## src/inc/vdram_host_pkg.sv

```systemverilog
// Constants, command codes and pin bundle for the video DRAM port controller
package vdram_host_pkg;
  // Clock and strobe timing, in ns and in whole cycles (least times round up)
  localparam int CLK_NS = 4;
  localparam int T_RP_NS = 60;  // Row strobe precharge
  localparam int T_RCD_NS = 20;  // Row fall to column fall
  localparam int T_CAS_NS = 20;  // Column strobe low
  localparam int T_CP_NS = 12;  // Column strobe high
  localparam int T_RAS_NS = 70;  // Row strobe low remainder
  localparam logic [7:0] RP_CYC = 8'((T_RP_NS + CLK_NS - 1) / CLK_NS);
  localparam logic [7:0] RCD_CYC = 8'((T_RCD_NS + CLK_NS - 1) / CLK_NS);
  localparam logic [7:0] CAS_CYC = 8'((T_CAS_NS + CLK_NS - 1) / CLK_NS);
  localparam logic [7:0] CP_CYC = 8'((T_CP_NS + CLK_NS - 1) / CLK_NS);
  localparam logic [7:0] RAS_CYC = 8'((T_RAS_NS + CLK_NS - 1) / CLK_NS);
  // Register offsets
  localparam logic [7:0] OFF_CMD = 8'h00;
  localparam logic [7:0] OFF_ADDR = 8'h04;
  localparam logic [7:0] OFF_DATA = 8'h08;
  localparam logic [7:0] OFF_STAT = 8'h0C;
  // Command field positions
  localparam int CMD_PIPE = 4;
  localparam int CMD_WR = 5;
  localparam int CMD_KEEP = 6;
  localparam int CMD_BLK = 7;
  // Address register: row in [8:0], column in [17:9]
  localparam int ADDR_COL = 9;
  // Data register: column-time data [7:0], row-time plane mask [15:8]
  localparam int DATA_MASK = 8;
  // Cycle kinds chosen by software, codes in listed order
  typedef enum logic [3:0] {
    refresh_with_option_reset, refresh_with_stop_set, refresh_only,
    masked_write_transfer, masked_split_write_transfer, read_transfer,
    split_read_transfer, masked_read_write, masked_block_write, flash_write,
    read_write, unmasked_block_write, load_write_mask, load_color
  } op_t;
  // Levels that one cycle kind needs
  typedef struct packed {
    logic rfsh;  // Column strobe low before row fall
    logic toe;  // Transfer/output-enable level at row fall
    logic wpb;  // Write-per-bit/write-enable level at row fall
    logic fs1;  // Function select one at row fall
    logic cas;  // Cycle has a column strobe
    logic cfs1;  // Function select one at column fall
    logic cwr;  // Column cycle writes data
  } lev_t;
  // Device control pins, strobes active low
  typedef struct packed {
    logic ras_n;
    logic cas_n;
    logic transfer_or_output_enable_n;
    logic write_per_bit_or_write_enable_n;
    logic function_select_one;
    logic pipeline_select;
    logic [8:0] addr;
  } dram_ctl_t;
endpackage

```

## src/verilog/vdram_host.sv

```systemverilog
// Host-side controller that sequences the RAM port pins of a video DRAM
// Summary of operation
// - Column low at row fall: refresh variants
// - Transfer low at row fall: RAM-SAM transfer
// - Masked page, select low at column: masked read/write
// - Select high at column fall: block write
// - Masked, select one high: flash write, no column
// - Unmasked page, select low: extended page read/write
// - Pipeline select high: pipelined page timing
// - All high: load mask or color register
// - Column mask on data pins, pins one-four
// - Masked block write: plane mask at row fall
// - Nine row bits, then nine column bits
//
// Decided for this implementation: strobed register access and the address map.
`timescale 1ns/1ns
module vdram_host (
  input wire logic clk,
  input wire logic srst,
  input wire logic [7:0] addr,
  input wire logic [31:0] wdata,
  input wire logic wr,
  input wire logic rd,
  output logic [31:0] rdata,
  output vdram_host_pkg::dram_ctl_t dram_ctl,
  output logic [7:0] data_o,
  output logic data_oe,
  input wire logic [7:0] data_i
);
  import vdram_host_pkg::*;

  ////////////////////////////////////////////////////////////////////////////
  // Declarations
  typedef enum logic [2:0] {
    S_IDLE, S_SETUP, S_RAS, S_CAS, S_CASH, S_HOLD, S_PRE
  } state_t;
  state_t st_q, st_d;  // Sequencer state
  logic [7:0] cnt_q, cnt_d;  // Cycles left in a state
  op_t op_q;  // Kind set when the row opened
  logic pipe_q, wr_q, keep_q, blk_q;  // Command bits
  logic [8:0] row_q, col_q;  // Multiplexed address halves
  logic [7:0] cdat_q, mask_q;  // Column data, row-time plane mask
  logic [7:0] rdat_q;  // Last data read
  logic old_q;  // Old mask mode tracked
  logic stop_q;  // Binary boundaries set
  logic open_q;  // Row left open for more columns
  logic [7:0] din_s1, din_s2;  // Data pin synchroniser
  dram_ctl_t ctl_q;  // Registered pin levels
  logic [7:0] dout_q;  // Registered data pins
  logic doe_q;  // Registered data drive
  lev_t lev;  // Levels of the current kind
  logic fam, done, idle, go, in_row, in_col, rd_c, wr_c, cas_fs1;
  logic ras_lo, cas_lo, drv_mask, drv_data;
  logic wr_cmd, wr_addr, wr_data, rd_stat, rd_data;
  op_t op_w;

  ////////////////////////////////////////////////////////////////////////////
  // Level table per cycle kind
  function automatic lev_t levels(input op_t op);
    lev_t l;
    l = '{rfsh: 1'b0, toe: 1'b1, wpb: 1'b1, fs1: 1'b0, cas: 1'b1,
          cfs1: 1'b0, cwr: 1'b0};
    case (op)
      refresh_with_option_reset: begin
        l.rfsh = 1'b1;
        l.cas = 1'b0;
      end
      refresh_with_stop_set: begin
        l.rfsh = 1'b1;
        l.wpb = 1'b0;
        l.fs1 = 1'b1;
        l.cas = 1'b0;
      end
      refresh_only: begin
        l.rfsh = 1'b1;
        l.fs1 = 1'b1;
        l.cas = 1'b0;
      end
      masked_write_transfer: begin
        l.toe = 1'b0;
        l.wpb = 1'b0;
      end
      masked_split_write_transfer: begin
        l.toe = 1'b0;
        l.wpb = 1'b0;
        l.fs1 = 1'b1;
      end
      read_transfer: l.toe = 1'b0;
      split_read_transfer: begin
        l.toe = 1'b0;
        l.fs1 = 1'b1;
      end
      masked_read_write, masked_block_write: l.wpb = 1'b0;
      flash_write: begin
        l.wpb = 1'b0;
        l.fs1 = 1'b1;
        l.cas = 1'b0;
      end
      load_write_mask: begin
        l.fs1 = 1'b1;
        l.cwr = 1'b1;
      end
      load_color: begin
        l.fs1 = 1'b1;
        l.cfs1 = 1'b1;
        l.cwr = 1'b1;
      end
      default: l.cas = 1'b1;  // Unmasked page kinds
    endcase
    return l;
  endfunction

  ////////////////////////////////////////////////////////////////////////////
  // Register port decode
  assign wr_cmd = wr && (addr == OFF_CMD);
  assign wr_addr = wr && (addr == OFF_ADDR);
  assign wr_data = wr && (addr == OFF_DATA);
  assign rd_stat = rd && (addr == OFF_STAT);
  assign rd_data = rd && (addr == OFF_DATA);
  assign op_w = op_t'(wdata[3:0]);
  assign idle = (st_q == S_IDLE);
  assign go = wr_cmd && idle;  // Commands while busy are dropped

  ////////////////////////////////////////////////////////////////////////////
  // Cycle decode
  assign lev = levels(op_q);
  assign fam = (op_q == masked_read_write) || (op_q == masked_block_write) ||
               (op_q == read_write) || (op_q == unmasked_block_write);
  assign cas_fs1 = fam ? blk_q : lev.cfs1;
  assign wr_c = fam ? (blk_q || wr_q) : lev.cwr;
  assign rd_c = fam && !blk_q && !wr_q;
  assign done = (cnt_q == 8'h00);
  assign in_row = (st_q == S_SETUP) || (st_q == S_RAS);
  assign in_col = (st_q == S_CAS) || (st_q == S_CASH);
  assign ras_lo = (st_q == S_RAS) || in_col || (st_q == S_HOLD) ||
                  (idle && open_q);
  assign cas_lo = (st_q == S_CAS) || (lev.rfsh && in_row);
  // Plane mask at row fall only in new mask mode
  assign drv_mask = in_row && !lev.wpb && !lev.rfsh && !old_q;
  // Column data with write strobe low at column fall
  assign drv_data = in_col && wr_c;

  ////////////////////////////////////////////////////////////////////////////
  // Next state and timer
  always_comb begin
    st_d = st_q;
    case (st_q)
      S_IDLE: begin
        if (go) begin
          st_d = open_q ? S_CAS : S_SETUP;
        end
      end
      S_SETUP: if (done) st_d = S_RAS;
      S_RAS: if (done) st_d = lev.cas ? S_CAS : S_HOLD;
      S_CAS: if (done) st_d = S_CASH;
      S_CASH: if (done) st_d = S_HOLD;
      S_HOLD: if (done) st_d = keep_q ? S_IDLE : S_PRE;
      S_PRE: if (done) st_d = S_IDLE;
      default: st_d = S_IDLE;
    endcase
  end

  // Timer reload on each state change
  always_comb begin
    cnt_d = done ? 8'h00 : cnt_q - 8'h01;
    if (st_d != st_q) begin
      case (st_d)
        S_SETUP, S_PRE: cnt_d = RP_CYC;
        S_RAS: cnt_d = RCD_CYC;
        S_CAS: cnt_d = CAS_CYC;
        S_CASH: cnt_d = CP_CYC;
        S_HOLD: cnt_d = RAS_CYC;
        default: cnt_d = 8'h00;
      endcase
    end
  end

  always_ff @(posedge clk) begin
    if (srst) begin
      st_q <= S_IDLE;
      cnt_q <= 8'h00;
    end else begin
      st_q <= st_d;
      cnt_q <= cnt_d;
    end
  end

  ////////////////////////////////////////////////////////////////////////////
  // Command, address and data registers
  always_ff @(posedge clk) begin
    if (srst) begin
      op_q <= refresh_with_option_reset;
      {pipe_q, wr_q, keep_q, blk_q} <= 4'h0;
    end else if (go) begin
      if (!open_q) begin
        op_q <= op_w;  // Row-time kind only set on a new row
        pipe_q <= wdata[CMD_PIPE];
      end
      wr_q <= wdata[CMD_WR];
      blk_q <= wdata[CMD_BLK] || (!open_q && ((op_w == masked_block_write) ||
               (op_w == unmasked_block_write)));
      keep_q <= wdata[CMD_KEEP] && (open_q || (op_w == masked_read_write) ||
                (op_w == masked_block_write) || (op_w == read_write) ||
                (op_w == unmasked_block_write));
    end
  end

  always_ff @(posedge clk) begin
    if (srst) begin
      row_q <= 9'h000;
      col_q <= 9'h000;
    end else if (wr_addr) begin
      row_q <= wdata[8:0];
      col_q <= wdata[ADDR_COL +: 9];
    end
  end

  always_ff @(posedge clk) begin
    if (srst) begin
      cdat_q <= 8'h00;
      mask_q <= 8'h00;
    end else if (wr_data) begin
      cdat_q <= wdata[7:0];
      mask_q <= wdata[DATA_MASK +: 8];
    end
  end

  // Mode tracking as commands are taken
  always_ff @(posedge clk) begin
    if (srst) begin
      old_q <= 1'b0;
      stop_q <= 1'b0;
    end else if (go && !open_q) begin
      if (op_w == load_write_mask) begin
        old_q <= 1'b1;
      end else if (op_w == refresh_with_option_reset) begin
        old_q <= 1'b0;
      end
      if (op_w == refresh_with_stop_set) begin
        stop_q <= 1'b1;
      end else if (op_w == refresh_with_option_reset) begin
        stop_q <= 1'b0;
      end
    end
  end

  // Page open flag
  always_ff @(posedge clk) begin
    if (srst) begin
      open_q <= 1'b0;
    end else if (st_q == S_HOLD && done) begin
      open_q <= keep_q;
    end
  end

  ////////////////////////////////////////////////////////////////////////////
  // Read data capture
  always_ff @(posedge clk) begin
    din_s1 <= data_i;
    din_s2 <= din_s1;
  end

  // Sampled late, data still held past column rise
  always_ff @(posedge clk) begin
    if (srst) begin
      rdat_q <= 8'h00;
    end else if (st_q == S_CASH && done && rd_c) begin
      rdat_q <= din_s2;
    end
  end

  ////////////////////////////////////////////////////////////////////////////
  // Pin drive
  always_ff @(posedge clk) begin
    if (srst) begin
      ctl_q <= '{ras_n: 1'b1, cas_n: 1'b1, transfer_or_output_enable_n: 1'b1,
                 write_per_bit_or_write_enable_n: 1'b1, function_select_one: 1'b0,
                 pipeline_select: 1'b0, addr: 9'h000};
      dout_q <= 8'h00;
      doe_q <= 1'b0;
    end else begin
      ctl_q.ras_n <= !ras_lo;
      ctl_q.cas_n <= !cas_lo;
      ctl_q.transfer_or_output_enable_n <= in_row ? lev.toe :
        (in_col ? (lev.toe && !rd_c) : 1'b1);
      ctl_q.write_per_bit_or_write_enable_n <= in_row ? lev.wpb :
        (in_col ? !wr_c : 1'b1);
      ctl_q.function_select_one <= in_row ? lev.fs1 :
        (in_col && cas_fs1);
      ctl_q.pipeline_select <= in_row && fam && pipe_q;
      ctl_q.addr <= in_row ? row_q : col_q;
      // Block write: data bits 3:0 are the column mask
      dout_q <= drv_mask ? mask_q : cdat_q;
      doe_q <= drv_mask || drv_data;
    end
  end

  assign dram_ctl = ctl_q;
  assign data_o = dout_q;
  assign data_oe = doe_q;

  ////////////////////////////////////////////////////////////////////////////
  // Register read port, data one cycle after the strobe
  always_ff @(posedge clk) begin
    if (srst) begin
      rdata <= 32'h0000_0000;
    end else if (rd_stat) begin
      rdata <= {16'h0000, rdat_q, 4'h0, stop_q, old_q, open_q, !idle};
    end else if (rd_data) begin
      rdata <= {16'h0000, mask_q, cdat_q};
    end else begin
      rdata <= 32'h0000_0000;
    end
  end
endmodule

```

## config.mk

```make
export PLATFORM = sky130hd
export DESIGN_NAME = vdram_host
export DESIGN_NICKNAME = d
export VERILOG_FILES = /design/src/inc/vdram_host_pkg.sv /design/src/verilog/vdram_host.sv
export SDC_FILE = /design/constraint.sdc
export NUM_CORES = 1
export LEC_CHECK = 0
export ABC_AREA = 1
export ABC_CLOCK_PERIOD_IN_PS = 2150
export CAP_MARGIN = 0
export CORE_MARGIN = 8
export CORE_UTILIZATION = 45
export CTS_CLUSTER_DIAMETER = 200
export DETAILED_ROUTE_END_ITERATION = 10
export DONT_BUFFER_PORTS = 1
export MAX_ROUTING_LAYER = met4
export PLACE_DENSITY_LB_ADDON = 0.1
export SLEW_MARGIN = 25
export SYNTH_ARGS = -nofsm -noshare
export SYNTH_HDL_FRONTEND = slang
export SYNTH_SLANG_ARGS = --single-unit
```

## constraint.sdc

```tcl
create_clock -name clk -period 2.15 [get_ports clk]
set_input_delay 0.43 -clock clk [delete_from_list [all_inputs] [get_ports clk]]
set_output_delay 0.43 -clock clk [all_outputs]
set_load 0.01 [all_outputs]
```

Word-level counts from Yosys, hierarchy flattened --
Index checks and enable logic that the tools add are counted. Widths: inputs -> output; s select.
Cells by class: equality and inequality tests 35, muxes and demuxes 34, $lt $le $gt $ge 0, div/mod/pow operators 0, multiply operators 0, shift-type cells 0, reduce and logical (&&, ||, !) cells 71, bitwise logic cells 2, add/sub/neg operators 1
Operators with widths (number):
- $eq 4x4->1 const B | 10
- $mux 16 | 2
- $mux 3 | 9
- $logic_and 1x1->1 | 24
- $mux 8 | 3
- $pmux 3 s7 | 1
- $eq 4x3->1 const B | 5
- $pmux 5 s4 | 1
- $eq 3x3->1 const B | 6
- $logic_or 1x1->1 | 17
- $eq 8x4->1 const B | 2
- $logic_not 8->1 | 2
- $mux 1 | 16
- $eq 3x2->1 const B | 4
- $logic_not 1->1 | 10
- $mux 9 | 1
- $eq 4x1->1 const B | 2
- $eq 4x2->1 const B | 2
- $eq 8x3->1 const B | 1
- $logic_not 4->1 | 2
- $reduce_or 2->1 | 4
- $reduce_or 4->1 | 2
- $sub 8x1->8 const B | 1
- $reduce_or 7->1 | 1
- 9 further kinds | 15
Storage, ports and cells: bits in read-only memories 0, RAM bits 0, memories kept 0, register bits after elaboration 136, input port bits 52, latch bits 0, logic and storage cells 172

Depth between registers and ports, before layout --
Gate-level depths: netlist (run 1).
word-level depth 10, mapped depth 14, gate-level depth less buffers 14

Worst setup path after synthesis (run 1) --
Ideal clock, no wire load.
path kind register to register, start point register cnt_q[0], end point register cnt_q[1], cell stages (with the launch flop) 14, library setup time 131 ps, period minus slack after synthesis 1558 ps, slack 592 ps, data arrival time 1428 ps, cells stage by stage dfxtp_1 -> inv_1 -> ha_1 -> nand2_2 -> nor2_8 -> nand2_2 -> nand2_1 -> nand2_1 -> nor2_4 -> nand3_2 -> nand2_4 -> inv_4 -> nand2_1 -> a21oi_2
Between the ends: word-level cells in the longest chain between the ends 7, elaborated cells between the ends (all ways) 21
RTL lines:
- start, declared | line vdram_host.sv:38 | logic [7:0] cnt_q, cnt_d;
- start signal, assigned | line vdram_host.sv:184 | cnt_q <= cnt_d;
- $logic_not 8->1 | line vdram_host.sv:132 | assign done = (cnt_q == 8'h00);
- $mux 3, or another cell as far along | line vdram_host.sv:158 | S_PRE: if (done) st_d = S_IDLE;
- $pmux 3 s7 | line vdram_host.sv:147 | case (st_q)
- $eq 3x2->1, or another cell as far along | line vdram_host.sv:167 | case (st_d)
- $reduce_or 2->1, on equally long branches
- $pmux 5 s4 | line vdram_host.sv:167
- $mux 8 (*) | line vdram_host.sv:166 | if (st_d != st_q) begin
Every way passes the cells marked *; elsewhere a longest branch is shown, timed or not. A chain may end at the register's enable or synchronous reset.

Worst setup path after layout (run 1) --
start point register cnt_q[0], end point register rdat_q[6]
Between the ends: word-level cells in the longest chain between the ends 3
RTL lines:
- $logic_not 8->1 | line vdram_host.sv:132
- $logic_and 1x1->1 (2 in a row) | line vdram_host.sv:267 | end else if (st_q == S_CASH && done && rd_c) begin
- end signal, assigned | line vdram_host.sv:268 | rdat_q <= din_s2;
- end, declared | line vdram_host.sv:43 | logic [7:0] rdat_q;
Every way passes these cells.

==> results.py, run 1 <==
metrics = {
    "grt": {
        "grt_pass1_vias": 3863,
        "grt_first_pass_wirelength_mm": 19.40,
        "overflow": 0,
        "grt_usage_pct": 17.83,
        "antenna_found_initial": 0,
        "grt_max_degree": 49,
    },
    "critical_path": {
        "cpPeakStageDelay_ns": 0.38,
        "slowest_stage": "nor2_2",
        "cp_cell_sequence": "inv_1, ha_1, nand2_2, nor2_8, nand2_1, nor2_2, inv_2, nor2_1, nor2_1",
        "ff2ff_path_depth": 9,
        "crit_top_cell": "nor2_1",
        "critical_path.max_fanout": 9,
        "required_ns": 2.55,
        "critPathLaunchType": "flop",
        "cp-end-kind": "flop",
        "path_class": "flop to flop",
        "critical_path_arrival_ns": 2.25,
    },
    "cts": {
        "clock_path_buffers": 2,
        "cts_tree": "done",
        "cts_root_buf": "clkbuf_8",
        "ctsResizeCount": 0,
        "numCtsBuffers": 17,
        "insertion_delay_ns": 0.51,
        "htreeDepth": 4,
        "cts_num_sinks": 120,
        "clk_pin_slew_ns": 0.06,
    },
    "route": {
        "first_pass_iters": 4,
        "ant_nets": 0,
        "drc": 0,
        "finalWirelength_mm": 11.88,
        "wire_per_inst_um": 15.61,
        "via_per_inst": 5.028,
        "route.vias.total": 3826,
        "drt_iter0_markers": 176,
    },
    "placement": {
        "dp_hpwl_mm": 8.710,
        "routabilityCongestion": 0.8699,
        "preCtsSetupSlack_ns": 0.2907,
        "placed_cells": 720,
        "io_buffer_count": 0,
    },
    "floorplan": {
        "die_area_sq_um": 14090,
        "initial_utilization_pct": 46.18,
        "rows": 37,
        "fp.coreArea_sq_um": 10280,
        "die_h_um": 118.7,
        "fp.dieW_um": 118.7,
        "pin_count": 108,
    },
    "logic_synthesis": {
        "synth-seq-cells": 120,
        "synth_cells": 597,
        "yosys.area.top_type": "dfxtp_1",
        "yosys-top-cells-area": "dfxtp_1, nor2_1, o21ai_0",
        "synth_edf_count": 0,
        "synth.avg_cell_area_sq_um": 7.949,
        "yosysSeqAreaShare_pct": 50.62,
        "yosysWarnings": 0,
        "synthArstFlopShare_pct": 0,
        "synth_area_sq_um": 4746,
        "synthDominantCellAreaShare_pct": 50.62,
        "synth_cell_type_count": 39,
        "ys.flop_type": "dfxtp_1",
    },
    "timing": {
        "hold_viol": 0,
        "setup_slack_ns": 0.3022,
        "worst_slew_pin_slew_ns": 0.9906,
        "finalSetupTns_ns": 0,
        "min_period_ns": 1.848,
        "fin_skew_ns": 0.005079,
        "slew_viol_final": 0,
        "setup_violations": 0,
        "fmax_mhz": 541.2,
        "rsz0062_at_grt": "false",
        "max_slew_margin_pct": 33.74,
        "min_period_over_period_pct": 85.94,
    },
    "power_and_ir_drop": {
        "vdd_drop_max_mv": 0.5007,
        "powerDensity_nw_per_um2": 1158,
        "cellLeakagePower_nw": 2.280,
    },
    "cells_and_area": {
        "instances_no_fill": 761,
        "drive_gt1_share_pct": 13.60,
        "diodes": 0,
        "layout_commonest_cell": "dfxtp_1",
        "area_growth_pct": 15.16,
        "nets": 666,
        "final_cell_mix": "dfxtp_1, nor2_1, nand2_1, o21ai_0, a21oi_1",
        "fill_cells": 1026,
    },
    "run_status": {
        "status": "finished, final reports clean",
    },
    "run": {
        "cap_viol_max_count": 0,
    },
    "worst_hold_path": {
        "min_path_cells": 2,
        "hp-class": "primary input to flop",
    },
}
critical path: cells and delay by family, from the launching register on:
family                   cells  cell delay [ns]
AND/OR/NAND/NOR              6             0.96
buffers and inverters        2             0.28
flip-flops                   1             0.31
adder cells (fa/ha/maj)      1             0.17
cell families after synthesis:
logic type | after synthesis | synth area share (%)
simple gates | 239 | 23.39
fa+ha+maj | 2 | 0.5272
flops | 120 | 50.62
buf+inv | 93 | 8.990
other cells | 1 | 0.07902
compound gates | 137 | 15.48
xor+xnor | 5 | 0.9229
through the flow:
stage	hold WS [ns]	instance area, sq um	utilization, %	total power, mW
floorplan	0.3096	4802	-	3.568
detailed placement	0.3132	4832	47.02	3.786
CTS	0.05194	5465	53.18	6.387
global placement	0.3106	4832	47.02	3.787
finish	0.06982	5465	53.18	6.327
global route	0.06830	5465	53.18	6.663
registers in the layout, summed over array words and instances, names as in the netlist, 3 cells and up:
name and count:
data_o 8, din_s1 8, cnt_q 8, rdat_q 8
din_s2 8, cdat_q 8, col_q 9, row_q 9
mask_q 8, dram_ctl 15, st_q 3, op_q 4
rdata 16
cell type report:
class / count / area [sq um] / area share, %
sequential: 120 / 2402 / 43.96
timing repair buffer: 16 / 155.1 / 2.839
multi-input combinational: 399 / 1973 / 36.10
clock buffer: 18 / 417.9 / 7.647
clock inverter: 14 / 125.1 / 2.289
inverter: 58 / 221.5 / 4.052
tap: 136 / 170.2 / 3.114
cell usage after synthesis (3+ instances only):
master	instances
dfxtp_1	120
nor2_1	107
nand2_1	70
o21ai_0	70
a21oi_1	48
inv_1	45
nand3_1	20
buf_4	16
clkbuf_1	13
inv_2	10
nand2_2	8
nor2_2	8
nand4_1	7
nand2_4	6
buf_2	5
nand3_2	4
o21ai_1	4
a21oi_2	3
nor4_1	3
o32ai_1	3
xnor2_1	3
per-layer routing:
layer | part of all wire [%] | up-vias | GRT usage [%]
li1 | - | 1936 | -
met1 | 43 | 1762 | 19.90
met2 | 46 | 107 | 28.29
met3 | 7.9 | 21 | 6.711
met4 | 2.2 | 0 | 7.194
met5 | 0 | - | -
where the power goes:
part	total (mW)	internal (mW)	switching [mW]
clock	2.57	1.54	1.03
combinational	1.25	0.417	0.834
sequential	2.50	2.38	0.127
timing repair:
action | in CTS | in global routing
buffers inserted | 0 | 0
endpoints found under the hold margin | 28 | 0
hold buffers | 9 | 0
final timing paths:
path	end	slack, ns	from
worst max-delay path	rdat_q[6]	0.30	cnt_q[0]
worst min-delay path	mask_q[0]	0.07	wdata[8]
worst max register to register	rdat_q[6]	0.30	cnt_q[0]
worst min register to register	din_s2[3]	0.33	din_s1[3]
Power figures use the tool's default switching activity.
==> run 2, diff against run 1 <==
CAP_MARGIN = 25   (was 0)
CTS_CLUSTER_DIAMETER = 80   (was 200)
PLACE_DENSITY_LB_ADDON = unset   (was 0.1)
==> run 2 against run 1 <==
  * Routed wire length is 0.96% higher
  * Largest cell class unchanged
  * Sequential share of layout area is 0.24 points lower
  * Combinational power hardly changed
  * Die area stayed put
  * Fmax is 0.39% lower
  * Flip-flop and latch count stayed put
  * Critical path depth stayed put
  * Design area is 0.55% higher
  * Total power is 2.5% higher
==> results.py, run 2 (synthesized netlist as in run 1, its figures left out) <==
metrics = {
    "cts": {
        "clk_pin_slew_ns": 0.06,
        "htreeDepth": 4,
        "ctsResizeCount": 0,
        "cts_root_buf": "clkbuf_8",
        "insertion_delay_ns": 0.51,
        "cts_hold_buf": 9,
        "clock_path_buffers": 2,
        "cts_tree": "done",
        "postCtsSetupRepairBufs": 0,
        "cts_num_sinks": 120,
        "numCtsBuffers": 17,
    },
    "route": {
        "via_per_inst": 5.087,
        "drc": 0,
        "route.vias.total": 3876,
        "drt_iter0_markers": 251,
        "wire_per_inst_um": 15.74,
        "finalWirelength_mm": 11.99,
        "ant_nets": 0,
        "first_pass_iters": 4,
    },
    "floorplan": {
        "die_h_um": 118.7,
        "fp.dieW_um": 118.7,
        "die_area_sq_um": 14090,
        "initial_utilization_pct": 46.18,
        "pin_count": 108,
        "fp.coreArea_sq_um": 10280,
        "rows": 37,
    },
    "timing": {
        "max_slew_margin_pct": 33.06,
        "fmax_mhz": 539.1,
        "slew_viol_final": 0,
        "setup_slack_ns": 0.2951,
        "min_period_over_period_pct": 86.28,
        "hold_viol": 0,
        "setup_violations": 0,
        "worst_slew_pin_slew_ns": 1.001,
        "min_period_ns": 1.855,
        "rsz0062_at_grt": "false",
        "fin_skew_ns": 0.007235,
        "finalSetupTns_ns": 0,
    },
    "placement": {
        "dp_hpwl_mm": 8.753,
        "io_buffer_count": 0,
        "routabilityCongestion": 0.8831,
        "preCtsSetupSlack_ns": 0.3014,
    },
    "cells_and_area": {
        "largest-register": "rdata",
        "fill_cells": 1014,
        "area_growth_pct": 15.79,
        "layout_commonest_cell": "dfxtp_1",
        "final_cell_mix": "dfxtp_1, nor2_1, nand2_1, o21ai_0, a21oi_1",
        "diodes": 0,
        "final_util_pct": 53.47,
        "largest_reg_flops": 16,
        "nets": 667,
        "drive_gt1_share_pct": 13.74,
    },
    "critical_path": {
        "path_class": "flop to flop",
        "critical_path.max_fanout": 9,
        "ff2ff_path_depth": 9,
        "cp-end-kind": "flop",
        "critical_path_arrival_ns": 2.25,
        "critPathLaunchType": "flop",
        "required_ns": 2.55,
        "timing.rr.start": "cnt_q[0]",
        "rrSetupSlack_ns": 0.30,
        "reg2reg_to": "rdat_q[1]",
    },
    "grt": {
        "grt_max_degree": 36,
        "antenna_found_initial": 0,
        "grt_first_pass_wirelength_mm": 19.30,
        "grt_usage_pct": 17.66,
        "overflow": 0,
        "grt_pass1_vias": 3831,
    },
    "run_status": {
        "status": "finished, final reports clean",
    },
    "worst_hold_path": {
        "hp-class": "primary input to flop",
        "hold_start": "wdata[8]",
        "min_path_cells": 2,
        "hold_end": "mask_q[0]",
    },
    "power_and_ir_drop": {
        "cellLeakagePower_nw": 2.286,
        "powerDensity_nw_per_um2": 1181,
        "vdd_drop_max_mv": 0.4936,
        "power.total_mw": 6.487,
    },
    "run": {
        "cap_viol_max_count": 0,
    },
}
-- run 2: how the worst max path moves through the flow --
stage,startpoint,cells after the start,endpoint
4_1_cts,cnt_q[0],9,rdat_q[1]
5_1_grt,cnt_q[0],12,cnt_q[0]
6_report,cnt_q[0],9,rdat_q[1]
3_5_place_dp,cnt_q[0],12,cnt_q[0]
3_3_place_gp,cnt_q[0],12,cnt_q[0]
2_1_floorplan,cnt_q[0],13,cnt_q[1]
-- run 2: metrics by stage --
stage,area (sq um),std cells,hold WS [ns]
final,5495,762,0.07724
after global routing,5495,762,0.06301
after CTS,5495,762,0.04569
after detailed placement,4827,721,0.3143
after global placement,4827,721,0.3143
after floorplan,4802,612,0.3096
-- run 2: where the power goes --
group	switching [mW]	internal, mW	leakage (nW)
sequential	0.117	2.38	0.975
clock	1.03	1.69	0.267
combinational	0.855	0.424	1.04
-- run 2: worst max-delay path, cell delays in order (launching register included) --
cell	delay (ns)
dfxtp_1	0.31
inv_1	0.11
ha_1	0.18
nand2_2	0.10
nor2_8	0.19
nand2_1	0.12
nor2_2	0.37
inv_2	0.16
nor2_1	0.14
nor2_1	0.06
-- run 2: metal layers --
metal / routed length, um / share of wire, % / track usage [%]
met5: 0 / 0 / -
met2: 5908 / 49 / 29.57
met4: 222 / 1.9 / 7.036
met3: 783 / 6.5 / 5.283
met1: 5076 / 42 / 19.31
-- run 2: final cells by class --
class                           count  area, sq um  share of cell area, %
Clock buffer                       19        431.7                  7.855
Multi-Input combinational cell    399         1973                  35.91
Tap cell                          136        170.2                  3.097
Timing Repair Buffer               17        150.1                  2.732
Sequential cell                   120         2402                  43.72
Inverter                           58        221.5                  4.030
Clock inverter                     13        146.4                  2.664
==> run 3, diff against run 2 <==
ABC_CLOCK_PERIOD_IN_PS = 2000   (was 2150)
CTS_BUF_LIST = sky130_fd_sc_hd__clkbuf_8   (was unset)
clock period = 2 ns   (was 2.15 ns; I/O delays follow)
==> run 3 against run 2 <==
  * Flip-flop and latch count unchanged
  * Clock power down 9.6%
  * Critical path depth increased by 3
  * Critical path type unchanged
  * Worst hold slack lost 0.044 ns
  * Clock skew is 0.0011 ns higher
  * Largest power group is now registers
  * Routed wire length fell by 1.5%
  * Register-to-register slack worse by 0.05 ns
  * Combinational power is 5% higher
  * Via count shrank 2.3%
  * Largest cell class unchanged
  * Worst setup slack worse by 0.055 ns
  * Non-clock buffer count shrank 1
  * Sequential power rose by 8%
==> results.py, run 3 (synthesized netlist as in run 1, its figures left out) <==
metrics = {
    "critical_path": {
        "critPathLaunch": "cnt_q[0]",
        "critical_path_arrival_ns": 2.13,
        "required_ns": 2.37,
        "rrSetupSlack_ns": 0.24,
        "cp-endpoint": "cnt_q[0]",
        "path_class": "flop to flop",
        "cp-end-kind": "flop",
        "critical_path.max_fanout": 4,
        "timing.rr.start": "cnt_q[0]",
        "reg2reg_to": "cnt_q[0]",
        "critPathLaunchType": "flop",
        "ff2ff_path_depth": 12,
    },
    "cts": {
        "numCtsBuffers": 17,
        "cts_tree": "done",
        "clk_pin_slew_ns": 0.07,
        "insertion_delay_ns": 0.42,
        "cts_root_buf": "clkbuf_8",
        "clock_path_buffers": 2,
        "cts_num_sinks": 120,
        "htreeDepth": 4,
    },
    "cells_and_area": {
        "drive_gt1_share_pct": 13.92,
        "diodes": 0,
        "layout_commonest_cell": "dfxtp_1",
        "nets": 666,
        "final_cell_mix": "dfxtp_1, nor2_1, nand2_1, o21ai_0, a21oi_1",
        "largest-register": "rdata",
        "largest_reg_flops": 16,
        "area_growth_pct": 13.13,
    },
    "grt": {
        "grt_max_degree": 44,
        "grt_first_pass_wirelength_mm": 19.15,
        "grt_pass1_vias": 3773,
        "antenna_found_initial": 0,
        "overflow": 0,
        "grt_usage_pct": 17.60,
    },
    "floorplan": {
        "fp.coreArea_sq_um": 10280,
        "initial_utilization_pct": 46.18,
        "die_area_sq_um": 14090,
        "fp.dieW_um": 118.7,
        "pin_count": 108,
        "rows": 37,
        "die_h_um": 118.7,
    },
    "power_and_ir_drop": {
        "powerDensity_nw_per_um2": 1207,
        "cellLeakagePower_nw": 2.243,
        "vdd_drop_max_mv": 0.5244,
    },
    "run": {
        "cap_viol_max_count": 0,
    },
    "route": {
        "via_per_inst": 4.976,
        "finalWirelength_mm": 11.82,
        "drt_iter0_markers": 190,
        "first_pass_iters": 4,
        "ant_nets": 0,
        "drc": 0,
        "wire_per_inst_um": 15.53,
        "route.vias.total": 3787,
    },
    "timing": {
        "min_period_ns": 1.760,
        "fin_skew_ns": 0.008357,
        "setup_violations": 0,
        "hold_viol": 0,
        "setup_slack_ns": 0.2403,
        "rsz0062_at_grt": "false",
        "slew_viol_final": 0,
        "fmax_mhz": 568.3,
        "finalSetupTns_ns": 0,
        "min_period_over_period_pct": 87.98,
    },
    "worst_hold_path": {
        "hold_start": "srst",
        "hp-class": "primary input to flop",
        "min_path_cells": 1,
    },
    "placement": {
        "dp_hpwl_mm": 8.717,
        "io_buffer_count": 0,
        "preCtsSetupSlack_ns": 0.1919,
        "routabilityCongestion": 0.8519,
    },
    "run_status": {
        "status": "finished, final reports clean",
    },
}
==> run 3: changes by cell type in the layout (fill, tap and decap cells not counted), moves of 2 or more <==
cell / previous run / this run
clkinvlp_4: 5 / 2
bufinv_16: 2 / 4
clkbuf_8: 2 / 21
clkbuf_16: 16 / 0
clkinv_2: 2 / 4
inv_6: 3 / 1
==> run 3: worst min path at each step <==
stage | end | slack, ns
finish | cnt_q[1] | 0.03
global route | cnt_q[1] | 0.004
CTS | cnt_q[1] | 0.01
detailed placement | din_s2[4] | 0.31
global placement | din_s2[5] | 0.31
floorplan | din_s2[0] | 0.31
==> run 3: per-stage QoR <==
stage	hold slack, ns	cells	utilization (%)	power (mW)	cell area (sq um)
floorplan	0.3096	612	-	3.836	4802
global placement	0.3136	721	46.97	4.071	4827
detailed placement	0.3121	721	46.97	4.077	4827
CTS	0.01342	761	52.19	6.537	5364
global route	0.004179	761	52.24	6.845	5369
finish	0.03335	761	52.24	6.480	5369
==> run 3: what timing repair did <==
| item | 4_1_cts | 5_1_grt |
|---|---|---|
| gates resized for setup | 0 | 1 |
| hold endpoints to repair | 8 | 0 |
| setup endpoints to repair | 0 | 2 |
| buffers inserted | 0 | 0 |
| hold buffers | 8 | 0 |
==> run 3: critical path, cell delays in order (launching register included) <==
cell	delay (ns)
dfxtp_1	0.31
inv_1	0.12
ha_1	0.18
nand2_2	0.10
o21ai_0	0.30
nand2_1	0.10
nand2_1	0.08
nand2_1	0.07
nand3_1	0.12
nand2_1	0.07
nand2_1	0.08
nand3_2	0.09
nand3_1	0.09
==> run 3: final cells by class <==
| cell class | instances | area (sq um) |
|---|---|---|
| clock buffer | 21 | 289.0 |
| clock inverter | 11 | 167.7 |
| fill | 1029 | 4908 |
| inverter | 58 | 221.5 |
| multi-input combinational | 399 | 1978 |
| sequential | 120 | 2402 |
| tap | 136 | 170.2 |
| timing repair buffer | 16 | 140.1 |
==> run 3: per-layer routing <==
| layer | global-route usage (%) | vias up | share of wire (%) |
|---|---|---|---|
| met3 | 6.188 | 15 | 6.9 |
| met1 | 19.43 | 1724 | 43 |
| li1 | - | 1940 | - |
| met2 | 28.82 | 108 | 48 |
| met5 | - | - | 0 |
| met4 | 6.403 | 0 | 1.4 |
==> run 3: where the power goes <==
part | total [mW] | switching [mW] | internal [mW]
combinational | 1.35 | 0.898 | 0.454
sequential | 2.68 | 0.124 | 2.55
clock | 2.45 | 0.960 | 1.49
